### config.mk
export PLATFORM = sky130hd
export DESIGN_NAME = ssp_port
export DESIGN_NICKNAME = d
export VERILOG_FILES = /design/src/core/ssp_pkg.sv /design/src/core/ssp_port.sv /design/src/core/ssp_clock_divider.sv
export VERILOG_INCLUDE_DIRS = /design/src /design/src/core
export SDC_FILE = /design/constraint.sdc
export NUM_CORES = 1
export LEC_CHECK = 0
export ABC_CLOCK_PERIOD_IN_PS = 3500
export BUFFER_PORTS_ARGS = -buffer_cell sky130_fd_sc_hd__buf_2
export CAP_MARGIN = 0
export CORE_MARGIN = 1.5
export CORE_UTILIZATION = 33
export CTS_BUF_LIST = sky130_fd_sc_hd__clkbuf_4
export CTS_CLUSTER_DIAMETER = 50
export DETAILED_ROUTE_END_ITERATION = 8
export SYNTH_ARGS = -nofsm -noshare
export SYNTH_HDL_FRONTEND = slang
export SYNTH_SLANG_ARGS = --single-unit
### constraint.sdc
create_clock -name mclk -period 3.5 [get_ports mclk]
set_input_delay 0.525 -clock mclk [delete_from_list [all_inputs] [get_ports mclk]]
set_output_delay 0.525 -clock mclk [all_outputs]
set_load 0.01 [all_outputs]
### src/core/ssp_cfg.svh
// constants of the sync serial port: offsets, fields, reset values
`ifndef SSP_CFG_SVH
`define SSP_CFG_SVH
`define SSP_OFS_STATUS 8'h10
`define SSP_OFS_CONTROL 8'h12
`define SSP_OFS_TX_ZERO 8'h14
`define SSP_OFS_TX_ONE 8'h16
`define SSP_OFS_RX 8'h18
`define SSP_OFS_IRQ_STATUS 8'h1C
`define SSP_OFS_IRQ_MASK 8'h20
`define SSP_CTRL_RESET 16'h0000
`define SSP_STATUS_RESET 16'h0000
`define SSP_BIT_EN0 0
`define SSP_BIT_EN1 1
`define SSP_DIV_LO 4
`define SSP_DIV_HI 5
`define SSP_BIT_BUSY 0
`define SSP_BIT_DONE 1
`define SSP_BIT_ERR 2
`define SSP_BITS_PER_BYTE 4'h8
`define SSP_IRQ_DONE 0
`define SSP_IRQ_ERR 1
`endif

### src/core/ssp_pkg.sv
// types of the sync serial port
package ssp_pkg;
    typedef enum logic [1:0] {
        SSP_IDLE,
        SSP_LOW,
        SSP_HIGH
    } ssp_state_t;
endpackage : ssp_pkg

### src/core/ssp_port.sv
// sync serial port: wishbone registers, byte shifter, interrupt logic
//
// Function
// - A received byte lands in bits 7..0 of the receive register.
// - Two transmit registers each hold a byte to shift out.
// - The serial clock is the processor clock over 2, 4, 8 or 16.
// - Enable zero follows its control bit; enable one follows its bit only while bit zero is clear.
// - With both control bits set only enable zero goes high.
// - Control and status read zero after reset.
// - Reading receive or writing transmit while busy sets the error flag.
// - The error flag clears while both enable bits are zero.
// - Transfer complete sets on the rising edge that ends bit 7.
// - Complete clears on rx read, tx write, status read or no enable.
// - A set of complete wins over a clearing status read.
// - Busy is high from the starting transmit write until the received byte loads, three cycles after the eighth rising edge.
// - Status is read only and its upper bits read zero.
`timescale 1ns/1ps
`include "ssp_cfg.svh"
module ssp_port (
    input wire logic mclk,
    input wire logic reset,
    input wire logic wb_cyc_i,
    input wire logic wb_stb_i,
    input wire logic wb_we_i,
    input wire logic [7:0] wb_adr_i,
    input wire logic [3:0] wb_sel_i,
    input wire logic [31:0] wb_dat_i,
    output logic [31:0] wb_dat_o,
    output logic wb_ack_o,
    output logic wb_err_o,
    output logic serial_clock,
    input wire logic serial_data_in,
    output logic serial_data_out,
    output logic serial_data_oe,
    output logic peripheral_enable_zero,
    output logic peripheral_enable_one,
    output logic irq
);
    // ****************************************
    // state
    // ****************************************
    typedef struct packed {
        logic [15:0] control;
        logic [7:0] tx_zero;
        logic [7:0] tx_one;
        logic [7:0] rx;
        logic [7:0] shift;
        logic [3:0] bit_count;
        logic [2:0] rise_pipe;
        logic [7:0] rx_shift;
        logic [3:0] rx_count;
        ssp_pkg::ssp_state_t state;
        logic busy;
        logic done;
        logic err;
        logic [1:0] irq_status;
        logic [1:0] irq_mask;
        logic [1:0] din_sync;
        logic sclk;
        logic dout;
        logic doe;
        logic en0;
        logic en1;
        logic irq;
        logic ack;
        logic berr;
        logic [31:0] rdata;
    } ssp_regs_t;

    ssp_regs_t r;
    ssp_regs_t next_r;
    logic half_tick;
    logic req;
    logic wr;
    logic rd;
    logic hit_status;
    logic hit_ctrl;
    logic hit_tx0;
    logic hit_tx1;
    logic hit_rx;
    logic hit_irqs;
    logic hit_irqm;
    logic mapped;
    logic set_done;
    logic set_err;
    logic no_enable;
    logic [15:0] status_word;
    logic [31:0] rd_word;

    ssp_clock_divider u_div (
        .mclk(mclk),
        .reset(reset),
        .run(r.state != ssp_pkg::SSP_IDLE),
        .div_sel(r.control[`SSP_DIV_HI:`SSP_DIV_LO]),
        .half_tick(half_tick)
    );

    // ****************************************
    // next state
    // ****************************************
    always_comb begin
        next_r = r;
        // new request only when no ack is outstanding
        req = wb_cyc_i && wb_stb_i && !r.ack && !r.berr;
        wr = req && wb_we_i && wb_sel_i[0];
        rd = req && !wb_we_i;
        hit_status = wb_adr_i == `SSP_OFS_STATUS;
        hit_ctrl = wb_adr_i == `SSP_OFS_CONTROL;
        hit_tx0 = wb_adr_i == `SSP_OFS_TX_ZERO;
        hit_tx1 = wb_adr_i == `SSP_OFS_TX_ONE;
        hit_rx = wb_adr_i == `SSP_OFS_RX;
        hit_irqs = wb_adr_i == `SSP_OFS_IRQ_STATUS;
        hit_irqm = wb_adr_i == `SSP_OFS_IRQ_MASK;
        mapped = hit_status || hit_ctrl || hit_tx0 || hit_tx1 || hit_rx
            || hit_irqs || hit_irqm;
        set_done = 1'b0;
        no_enable = !r.control[`SSP_BIT_EN0] && !r.control[`SSP_BIT_EN1];
        status_word = 16'h0000;
        status_word[`SSP_BIT_BUSY] = r.busy;
        status_word[`SSP_BIT_DONE] = r.done;
        status_word[`SSP_BIT_ERR] = r.err;
        rd_word = 32'h00000000;

        next_r.din_sync = {r.din_sync[0], serial_data_in};
        next_r.rise_pipe = {r.rise_pipe[1:0], 1'b0};
        next_r.ack = req && mapped;
        next_r.berr = req && !mapped;

        // serial engine, mode 0 style: data out on falling, sampled rising
        if (half_tick) begin
            case (r.state)
                ssp_pkg::SSP_LOW: begin
                    next_r.sclk = 1'b1;
                    next_r.state = ssp_pkg::SSP_HIGH;
                    next_r.shift = {r.shift[6:0], 1'b0};
                    next_r.rise_pipe[0] = 1'b1;
                    next_r.bit_count = r.bit_count + 4'h1;
                    if (r.bit_count == `SSP_BITS_PER_BYTE - 4'h1) begin
                        set_done = 1'b1;
                    end
                end
                ssp_pkg::SSP_HIGH: begin
                    next_r.sclk = 1'b0;
                    if (r.bit_count == `SSP_BITS_PER_BYTE) begin
                        next_r.state = ssp_pkg::SSP_IDLE;
                        next_r.doe = 1'b0;
                    end else begin
                        next_r.state = ssp_pkg::SSP_LOW;
                        next_r.dout = r.shift[7];
                    end
                end
                default: begin
                    next_r.state = ssp_pkg::SSP_IDLE;
                end
            endcase
        end

        // pin sync lags: take each bit three cycles after its rise
        if (r.rise_pipe[2]) begin
            next_r.rx_shift = {r.rx_shift[6:0], r.din_sync[1]};
            next_r.rx_count = r.rx_count + 4'h1;
            if (r.rx_count == `SSP_BITS_PER_BYTE - 4'h1) begin
                next_r.rx = {r.rx_shift[6:0], r.din_sync[1]};
                next_r.busy = 1'b0;
            end
        end

        set_err = r.busy && ((rd && hit_rx)
            || (wr && (hit_tx0 || hit_tx1)));

        // register writes
        if (wr && hit_ctrl) begin
            next_r.control = {10'h000, wb_dat_i[5:4], 2'h0,
                wb_dat_i[1:0]};
        end
        if (wr && hit_irqm) begin
            next_r.irq_mask = wb_dat_i[1:0];
        end
        if (wr && (hit_tx0 || hit_tx1) && !r.busy) begin
            if (hit_tx0) begin
                next_r.tx_zero = wb_dat_i[7:0];
            end else begin
                next_r.tx_one = wb_dat_i[7:0];
            end
            // start only with a peripheral selected
            if (!no_enable) begin
                next_r.busy = 1'b1;
                next_r.state = ssp_pkg::SSP_LOW;
                next_r.bit_count = 4'h0;
                next_r.rx_count = 4'h0;
                next_r.shift = wb_dat_i[7:0];
                next_r.dout = wb_dat_i[7];
                next_r.doe = 1'b1;
                next_r.sclk = 1'b0;
            end
        end

        // flags: done clears first, then sets so the set wins; for err the clear on no enable wins over the set
        if ((rd && (hit_rx || hit_status)) || (wr && (hit_tx0 || hit_tx1))
            || no_enable) begin
            next_r.done = 1'b0;
        end
        if (set_done) begin
            next_r.done = 1'b1;
        end
        if (no_enable) begin
            next_r.err = 1'b0;
        end else if (set_err) begin
            next_r.err = 1'b1;
        end

        // interrupt status, write one to clear, set wins
        if (wr && hit_irqs) begin
            next_r.irq_status = r.irq_status & ~wb_dat_i[1:0];
        end
        if (set_done) begin
            next_r.irq_status[`SSP_IRQ_DONE] = 1'b1;
        end
        if (set_err && !no_enable) begin
            next_r.irq_status[`SSP_IRQ_ERR] = 1'b1;
        end
        next_r.irq = |(next_r.irq_status & next_r.irq_mask);

        // enables follow control, zero has priority
        next_r.en0 = next_r.control[`SSP_BIT_EN0];
        next_r.en1 = next_r.control[`SSP_BIT_EN1]
            && !next_r.control[`SSP_BIT_EN0];

        // read data
        if (hit_status) begin
            rd_word[15:0] = status_word;
        end else if (hit_ctrl) begin
            rd_word[15:0] = r.control;
        end else if (hit_tx0) begin
            rd_word[7:0] = r.tx_zero;
        end else if (hit_tx1) begin
            rd_word[7:0] = r.tx_one;
        end else if (hit_rx) begin
            rd_word[7:0] = r.rx;
        end else if (hit_irqs) begin
            rd_word[1:0] = r.irq_status;
        end else if (hit_irqm) begin
            rd_word[1:0] = r.irq_mask;
        end
        next_r.rdata = rd ? rd_word : 32'h00000000;
    end

    // ****************************************
    // registers
    // ****************************************
    always_ff @(posedge mclk) begin
        if (reset) begin
            r <= '0;
            r.control <= `SSP_CTRL_RESET;
            r.state <= ssp_pkg::SSP_IDLE;
        end else begin
            r <= next_r;
        end
    end

    assign wb_dat_o = r.rdata;
    assign wb_ack_o = r.ack;
    assign wb_err_o = r.berr;
    assign serial_clock = r.sclk;
    assign serial_data_out = r.dout;
    assign serial_data_oe = r.doe;
    assign peripheral_enable_zero = r.en0;
    assign peripheral_enable_one = r.en1;
    assign irq = r.irq;
endmodule : ssp_port

### src/core/ssp_clock_divider.sv
// serial clock enable divider: one-cycle pulse every 2^(div+1)/2 cycles
`timescale 1ns/1ps
`include "ssp_cfg.svh"
module ssp_clock_divider (
    input wire logic mclk,
    input wire logic reset,
    input wire logic run,
    input wire logic [1:0] div_sel,
    output logic half_tick
);
    typedef struct packed {
        logic [3:0] count;
        logic tick;
    } ssp_div_t;
    ssp_div_t r;
    ssp_div_t next_r;
    logic [3:0] limit;

    always_comb begin
        // half period of the serial clock, in processor clocks, minus one
        limit = 4'((4'h1 << div_sel) - 4'h1);
        next_r = r;
        next_r.tick = 1'b0;
        if (!run) begin
            next_r.count = 4'h0;
        end else if (r.count >= limit) begin
            next_r.count = 4'h0;
            next_r.tick = 1'b1;
        end else begin
            next_r.count = r.count + 4'h1;
        end
    end

    always_ff @(posedge mclk) begin
        if (reset) begin
            r <= '0;
        end else begin
            r <= next_r;
        end
    end

    assign half_tick = r.tick;
endmodule : ssp_clock_divider

# ---- Yosys cells after proc, flatten, opt, wreduce, memory -nomap -nowiden
# Index checks and enable logic that the tools add are counted.
dict set report totals {
  out_inout_bits 40
  reg_bits 102
  word_cells 146
}
dict set report classes {
  bitwise_logic 7
  order_cmp 1
  add_sub_neg 4
  reduce_logical 51
  muxes 39
  eq_ne 12
  n_shift 1
}
# op count
set op_table {}
lappend op_table {{equality test 8 x 5 -> 1 bit (second input constant)} 6}
lappend op_table {{2-to-1 mux 12 bit} 4}
lappend op_table {{2-to-1 mux 8 bit} 3}
lappend op_table {{logical AND 1 bit} 19}
lappend op_table {{2-to-1 mux 2 bit} 8}
lappend op_table {{2-to-1 mux 1 bit} 14}
lappend op_table {{2-to-1 mux 7 bit} 2}
lappend op_table {{adder 4 x 1 -> 4 bit (second input constant)} 3}
lappend op_table {{2-to-1 mux 3 bit} 4}
lappend op_table {{logical OR 1 bit} 11}
lappend op_table {{OR reduction 2 bit} 5}
lappend op_table {{zero test 1 bit} 9}
lappend op_table {{equality test 4 x 3 -> 1 bit (second input constant)} 2}
lappend op_table {{equality test 8 x 6 -> 1 bit (second input constant)} 1}
lappend op_table {{2-to-1 mux 6 bit} 1}
lappend op_table {{AND reduction 2 bit} 3}
lappend op_table {{OR reduction 3 bit} 2}
lappend op_table {{bitwise AND 2 bit} 2}
lappend op_table {{equality test 4 bit (second input constant)} 1}
lappend op_table {{greater-or-equal comparator 4 bit} 1}
lappend op_table {{2-to-1 mux 4 bit} 1}
lappend op_table {{NOT 1 bit} 4}
lappend op_table {{one-hot mux 2 bit (2 select lines)} 1}
lappend op_table {{nonzero test 2 bit} 2}
lappend op_table {{other kinds (6)} 6}

# ---- Longest topological paths before layout
dict set report depth {
  word_depth 12
  ltp_mapped 7
  mapped_depth_nobuf 7
}

# ---- Modules after synthesis
# A second synthesis with hierarchy kept.
dict set report hier_totals {
  hier_cells 435
  hier_area_um2 3908.7
}
# mod instances cells_per_inst seq_area_each_um2 area_each_um2
set modules_own_cells {}
lappend modules_own_cells {ssp_port 1 405 1601.5 3632.2}
lappend modules_own_cells {ssp_clock_divider 1 30 100.1 276.5}

# ---- Least setup slack after synthesis
# OpenSTA, ideal clock, no wires.
dict set report synth_timing {
  path_kind {input -> register}
  from {input wb_cyc_i}
  to {register r (netlist bit peripheral_enable_one)}
  required_ns 3.430
  path_buffers 2
  stages 7
  arrival_ns 2.147
  path_slack_ns 1.282
  path_cell_list {nand4bb_4 or2_1 buf_2 or4b_4 buf_6 or3b_1 a21oi_1}
}
dict set report synth_via {
  elab_chain_cells 9
}
# element line_no
set synth_lines {}
lappend synth_lines {{start, declared} ssp_port.sv:22} ;# input wire logic wb_cyc_i,
lappend synth_lines {{logical AND 1 bit * (3 in a row)} ssp_port.sv:104} ;# req = wb_cyc_i && wb_stb_i && !r.ack && !r.berr;
lappend synth_lines {{logical AND 1 bit * (2 in a row)} ssp_port.sv:105} ;# wr = req && wb_we_i && wb_sel_i[0];
lappend synth_lines {{logical AND 1 bit *} ssp_port.sv:172} ;# if (wr && hit_ctrl) begin
lappend synth_lines {{2-to-1 mux 2 bit *} ssp_port.sv:172}
lappend synth_lines {{zero test 1 bit} ssp_port.sv:227} ;# && !next_r.control[`SSP_BIT_EN0];
lappend synth_lines {{logical AND 1 bit *} ssp_port.sv:226} ;# next_r.en1 = next_r.control[`SSP_BIT_EN1]
lappend synth_lines {{end signal, assigned} ssp_port.sv:257} ;# r <= next_r;
lappend synth_lines {{end, declared} ssp_port.sv:70} ;# ssp_regs_t r;
# Mark *: on every way between the ends. The rest lies on a longest branch, timed or not.
# A chain may end at the register's enable or synchronous reset.

# ---- Final worst setup path
dict set report layout_timing {
  from {register r (netlist bit wb_err_o)}
  to {register r[97] in the netlist's numbering}
}
dict set report layout_via {
  elab_chain_cells 7
}
# element line_no
set layout_lines {}
lappend layout_lines {{zero test 1 bit} ssp_port.sv:104}
lappend layout_lines {{logical AND 1 bit} ssp_port.sv:104}
lappend layout_lines {{logical AND 1 bit (2 in a row)} ssp_port.sv:105}
lappend layout_lines {{logical AND 1 bit (2 in a row)} ssp_port.sv:179} ;# if (wr && (hit_tx0 || hit_tx1) && !r.busy) begin
lappend layout_lines {{AND reduction 2 bit (no line)} --}
# Every way passes these cells.

==> reports/qor.json <==
{
  "placed_design": {
    "dp.final_hpwl_um": 5817,
    "numPlacedInstances": 575,
    "gpl.final_weighted_congestion": 0.8007,
    "setup_slack_placement_ps": 915.2,
    "area_of_placed_instances_mm2": 0.004075,
    "io_buffers": 38
  },
  "final_layout": {
    "most_common_cell_after_layout_fill_and_taps_aside": "dfxtp_1",
    "stdcell_count": 591,
    "sequential_cell_area_mm2": 0.001702,
    "multi_input_area_mm2": 0.001948,
    "n_antenna_cell": 0,
    "layout.cells.most_common_list": "dfxtp_1, nor2_1, mux2i_1",
    "filler_cell_count": 1174,
    "num-nets-final": 504,
    "flow.area_growth_from_synthesis_pct": 7.545,
    "drive_above_1_share_pct": 14.96,
    "finalInstanceArea_mm2": 0.004209
  },
  "worst_hold_path": {
    "sink_of_the_worst_hold_path": "next_r[41]",
    "hold_path_class": "in -> reg",
    "holdCritStartpoint": "serial_data_in",
    "holdPathStages": 2
  },
  "synth": {
    "postSynth.topFlopCell": "dfxtp_1",
    "synth_sequential_area_ratio_pct": 43.48,
    "synth.avg_cell_area_um2": 9.363,
    "yosysWarnings": 0,
    "synth_enable_flop_cells": 0,
    "synth_async_sr_flop_share_pct": 0,
    "synth.lib_cells_used.distinct": 55,
    "syn-cell-area_mm2": 0.003914,
    "yosys_register_bits": 85,
    "post_synth_inst_count": 418
  },
  "worst_setup_path": {
    "crit_path_cell_trace": "nand4bb_4 -> or2_1 -> nor3_2 -> mux2i_1 -> nor2_1",
    "worst_r2r_startpoint": "wb_err_o",
    "highest_net_fanout_along_the_worst_path": 8,
    "reg2reg_setup_slack_ps": 1320,
    "reg2regPathDepth": 5,
    "worst_setup_start_kind": "flop",
    "critical_path.endpoint_type": "flop",
    "path_delay_family": "simple AND/OR/NAND/NOR gates",
    "critical_path.max_stage_delay_ps": 790,
    "data_required_time_of_the_critical_path_ps": 3820,
    "regToRegEndpoint": "r[97]",
    "cp_num_buf_inv": 0,
    "worstPathArrival_ps": 2500,
    "crit_slowest_cell": "nor3_2",
    "timing_worst_setup_path_type": "reg -> reg"
  },
  "floorplan": {
    "die-area_mm2": 0.01252,
    "core_footprint_mm2": 0.01152,
    "die_width_um": 111.9,
    "io_pins": 90,
    "fp.dieH_um": 111.9,
    "fp-row-count": 39,
    "floorplan.initialDensity_pct": 33.99
  },
  "sta": {
    "timing_max_transition_violations_final": 0,
    "finalSetupViolations": 0,
    "clock.fmax_mhz": 458.9,
    "slew_at_the_pin_closest_to_its_max_slew_limit_ps": 950.8,
    "finalCriticalPeriod_ps": 2179,
    "finalCritPeriodShare_pct": 62.25,
    "finalWorstSetupSlack_ps": 1321,
    "skew_ps": 16.03,
    "timing.setup.tns_ps": 0,
    "grt_setup_unrepaired": "no",
    "hold_violations": 0,
    "slew-limit-headroom_pct": 36.27
  },
  "route": {
    "avgViaCountPerCell": 4.893,
    "drt_wl_total_um": 8017,
    "detail_route.first_pass.iterations": 7,
    "route.detailed.drc": 20,
    "route.vias.total": 2892,
    "avgRoutedWirePerCell_um": 13.57,
    "antenna_left": 0,
    "initialDrtViolationCount": 139
  },
  "power": {
    "net-switching-power_mw": 0.3813,
    "swShare_pct": 23.78,
    "power.ir.vdd_worst_mv": 0.1336,
    "power.internal_mw": 1.222,
    "clkPwrFrac_pct": 34.5,
    "sequentialPowerShare_pct": 60.5,
    "comb_power_share_pct": 5.0,
    "power.static_leakage_nw": 1.629,
    "ratio_of_total_power_to_cell_area_mw_per_mm2": 380.9,
    "total_power_mw": 1.603
  },
  "global_route": {
    "grt_remaining_overflow": 0,
    "grt_usage_pct": 13.33,
    "wire_length_of_the_first_global_routing_pass_um": 13360,
    "grt_start_max_net_pins": 42,
    "number_of_global_route_vias_before_repair": 2761,
    "antenna_violations_before_repair": 0
  },
  "run_status": {
    "outcome": "finished, violations left",
    "violations": "DRC"
  },
  "cts": {
    "htreeDepth": 3,
    "worstSkewPairLatency_ps": 430,
    "cts_sinks": 85,
    "cts_tree": "done",
    "cts_resized": 0,
    "buffer_depth_of_the_longest_clock_path": 2,
    "number_of_buffers_created_by_cts": 9,
    "ctsHoldBuffers": 0,
    "clock-root-buffer": "clkbuf_4",
    "cts.repair_timing.setup_buffer_count": 0,
    "cts.reportedPaths.clkPinSlew_ps": 130
  },
  "job": {
    "max_cap_viol_count": 0
  }
}
-- flip-flops by register name, summed over array words and instances (netlist names) --
register	cells
serial_data_oe	1
u_div.half_tick	1
u_div.r	4
wb_ack_o	1
peripheral_enable_one	1
wb_dat_o	8
serial_clock	1
irq	1
serial_data_out	1
next_r	3
wb_err_o	1
r	62
-- cells in the mapped netlist (all sizes together), types with 2 or more instances --
| master | n | area [um^2] |
|---|---|---|
| dfxtp | 85 | 1702 |
| nor2 | 54 | 202.7 |
| mux2i | 42 | 420.4 |
| buf | 38 | 271.5 |
| nand2 | 34 | 127.6 |
| a21oi | 25 | 125.1 |
| clkbuf | 12 | 45.04 |
| ha | 11 | 137.6 |
| a211oi | 9 | 67.56 |
| inv | 9 | 33.78 |
| nor2b | 9 | 56.30 |
| nor3 | 9 | 60.06 |
| nand3 | 7 | 35.03 |
| nor3b | 4 | 30.03 |
| xnor2 | 4 | 35.03 |
| xor2 | 4 | 35.03 |
| a21o | 3 | 22.52 |
| a2bb2oi | 3 | 26.28 |
| a31oi | 3 | 18.77 |
| a32oi | 3 | 26.28 |
| nand3b | 3 | 22.52 |
| o21ai | 3 | 15.01 |
| o22ai | 3 | 18.77 |
| or2 | 3 | 18.77 |
| or3 | 3 | 18.77 |
| or4b | 3 | 33.78 |
| a221oi | 2 | 17.52 |
| conb | 2 | 7.510 |
| mux4 | 2 | 45.04 |
| nand2b | 2 | 12.51 |
| nand4 | 2 | 12.51 |
| nor4 | 2 | 12.51 |
| o211a | 2 | 20.02 |
| o21bai | 2 | 15.01 |
| o2bb2ai | 2 | 17.52 |
| o32a | 2 | 20.02 |
-- kinds of logic (layout without fill, tap and decap cells) --
kind of cell,Yosys count,count (layout),synth area share [%]
multiplexers,44,44,11.89
AND/OR/NAND/NOR,143,143,18.70
XOR/XNOR,8,8,1.790
buffers and inverters,59,66,8.951
other,2,25,0.1919
adder cells (fa/ha/maj),11,11,3.517
AO/OA/AOI/OAI,66,66,11.48
flip-flops,85,85,43.48
-- per-layer routing --
metal | track usage [%] | wire length (um) | vias to the layer above
met4 | 5.983 | 95 | 0
met1 | 17.56 | 3992 | 1352
li1 | - | - | 1455
met2 | 20.74 | 3531 | 78
met5 | 0 | 0 | -
met3 | 3.266 | 397 | 7
-- metrics by stage --
| stage | hold WS [ps] | util [%] |
|---|---|---|
| after floorplan | 413.8 | - |
| after global placement | 421.3 | 35.39 |
| after detailed placement | 429.2 | 35.39 |
| after CTS | 282.0 | 36.55 |
| after global routing | 312.4 | 36.55 |
| final | 306.9 | 36.55 |
-- power by group through the flow --
stage          registers (mW)  logic [mW]  clock network [mW]
6_report                0.970      0.0806               0.553
3_3_place_gp            0.991      0.0796                   0
2_1_floorplan           0.991      0.0685                   0
4_1_cts                 0.970      0.0803               0.575
3_5_place_dp            0.991      0.0801                   0
5_1_grt                 0.970      0.0891               0.617
-- worst max-delay path by stage --
stage | from | endpoint | slack [ps] | cells past startpoint
final | wb_err_o | r[97] | 1320 | 5
after global routing | wb_err_o | r[99] | 1190 | 5
after CTS | wb_err_o | r[96] | 1330 | 5
after detailed placement | wb_adr_i[0] | r[91] | 920 | 6
after global placement | wb_adr_i[0] | r[86] | 920 | 6
after floorplan | wb_cyc_i | peripheral_enable_one | 1280 | 7
-- area by class of cell --
type / count / area share [%]
timing repair buffer: 41 / 5.054
tap: 143 / 4.251
sequential: 85 / 40.43
inverter: 9 / 0.8026
multi-input combinational: 297 / 46.28
clock inverter: 5 / 1.219
clock buffer: 11 / 1.962
No activity file was read; power rests on OpenSTA's default activity.
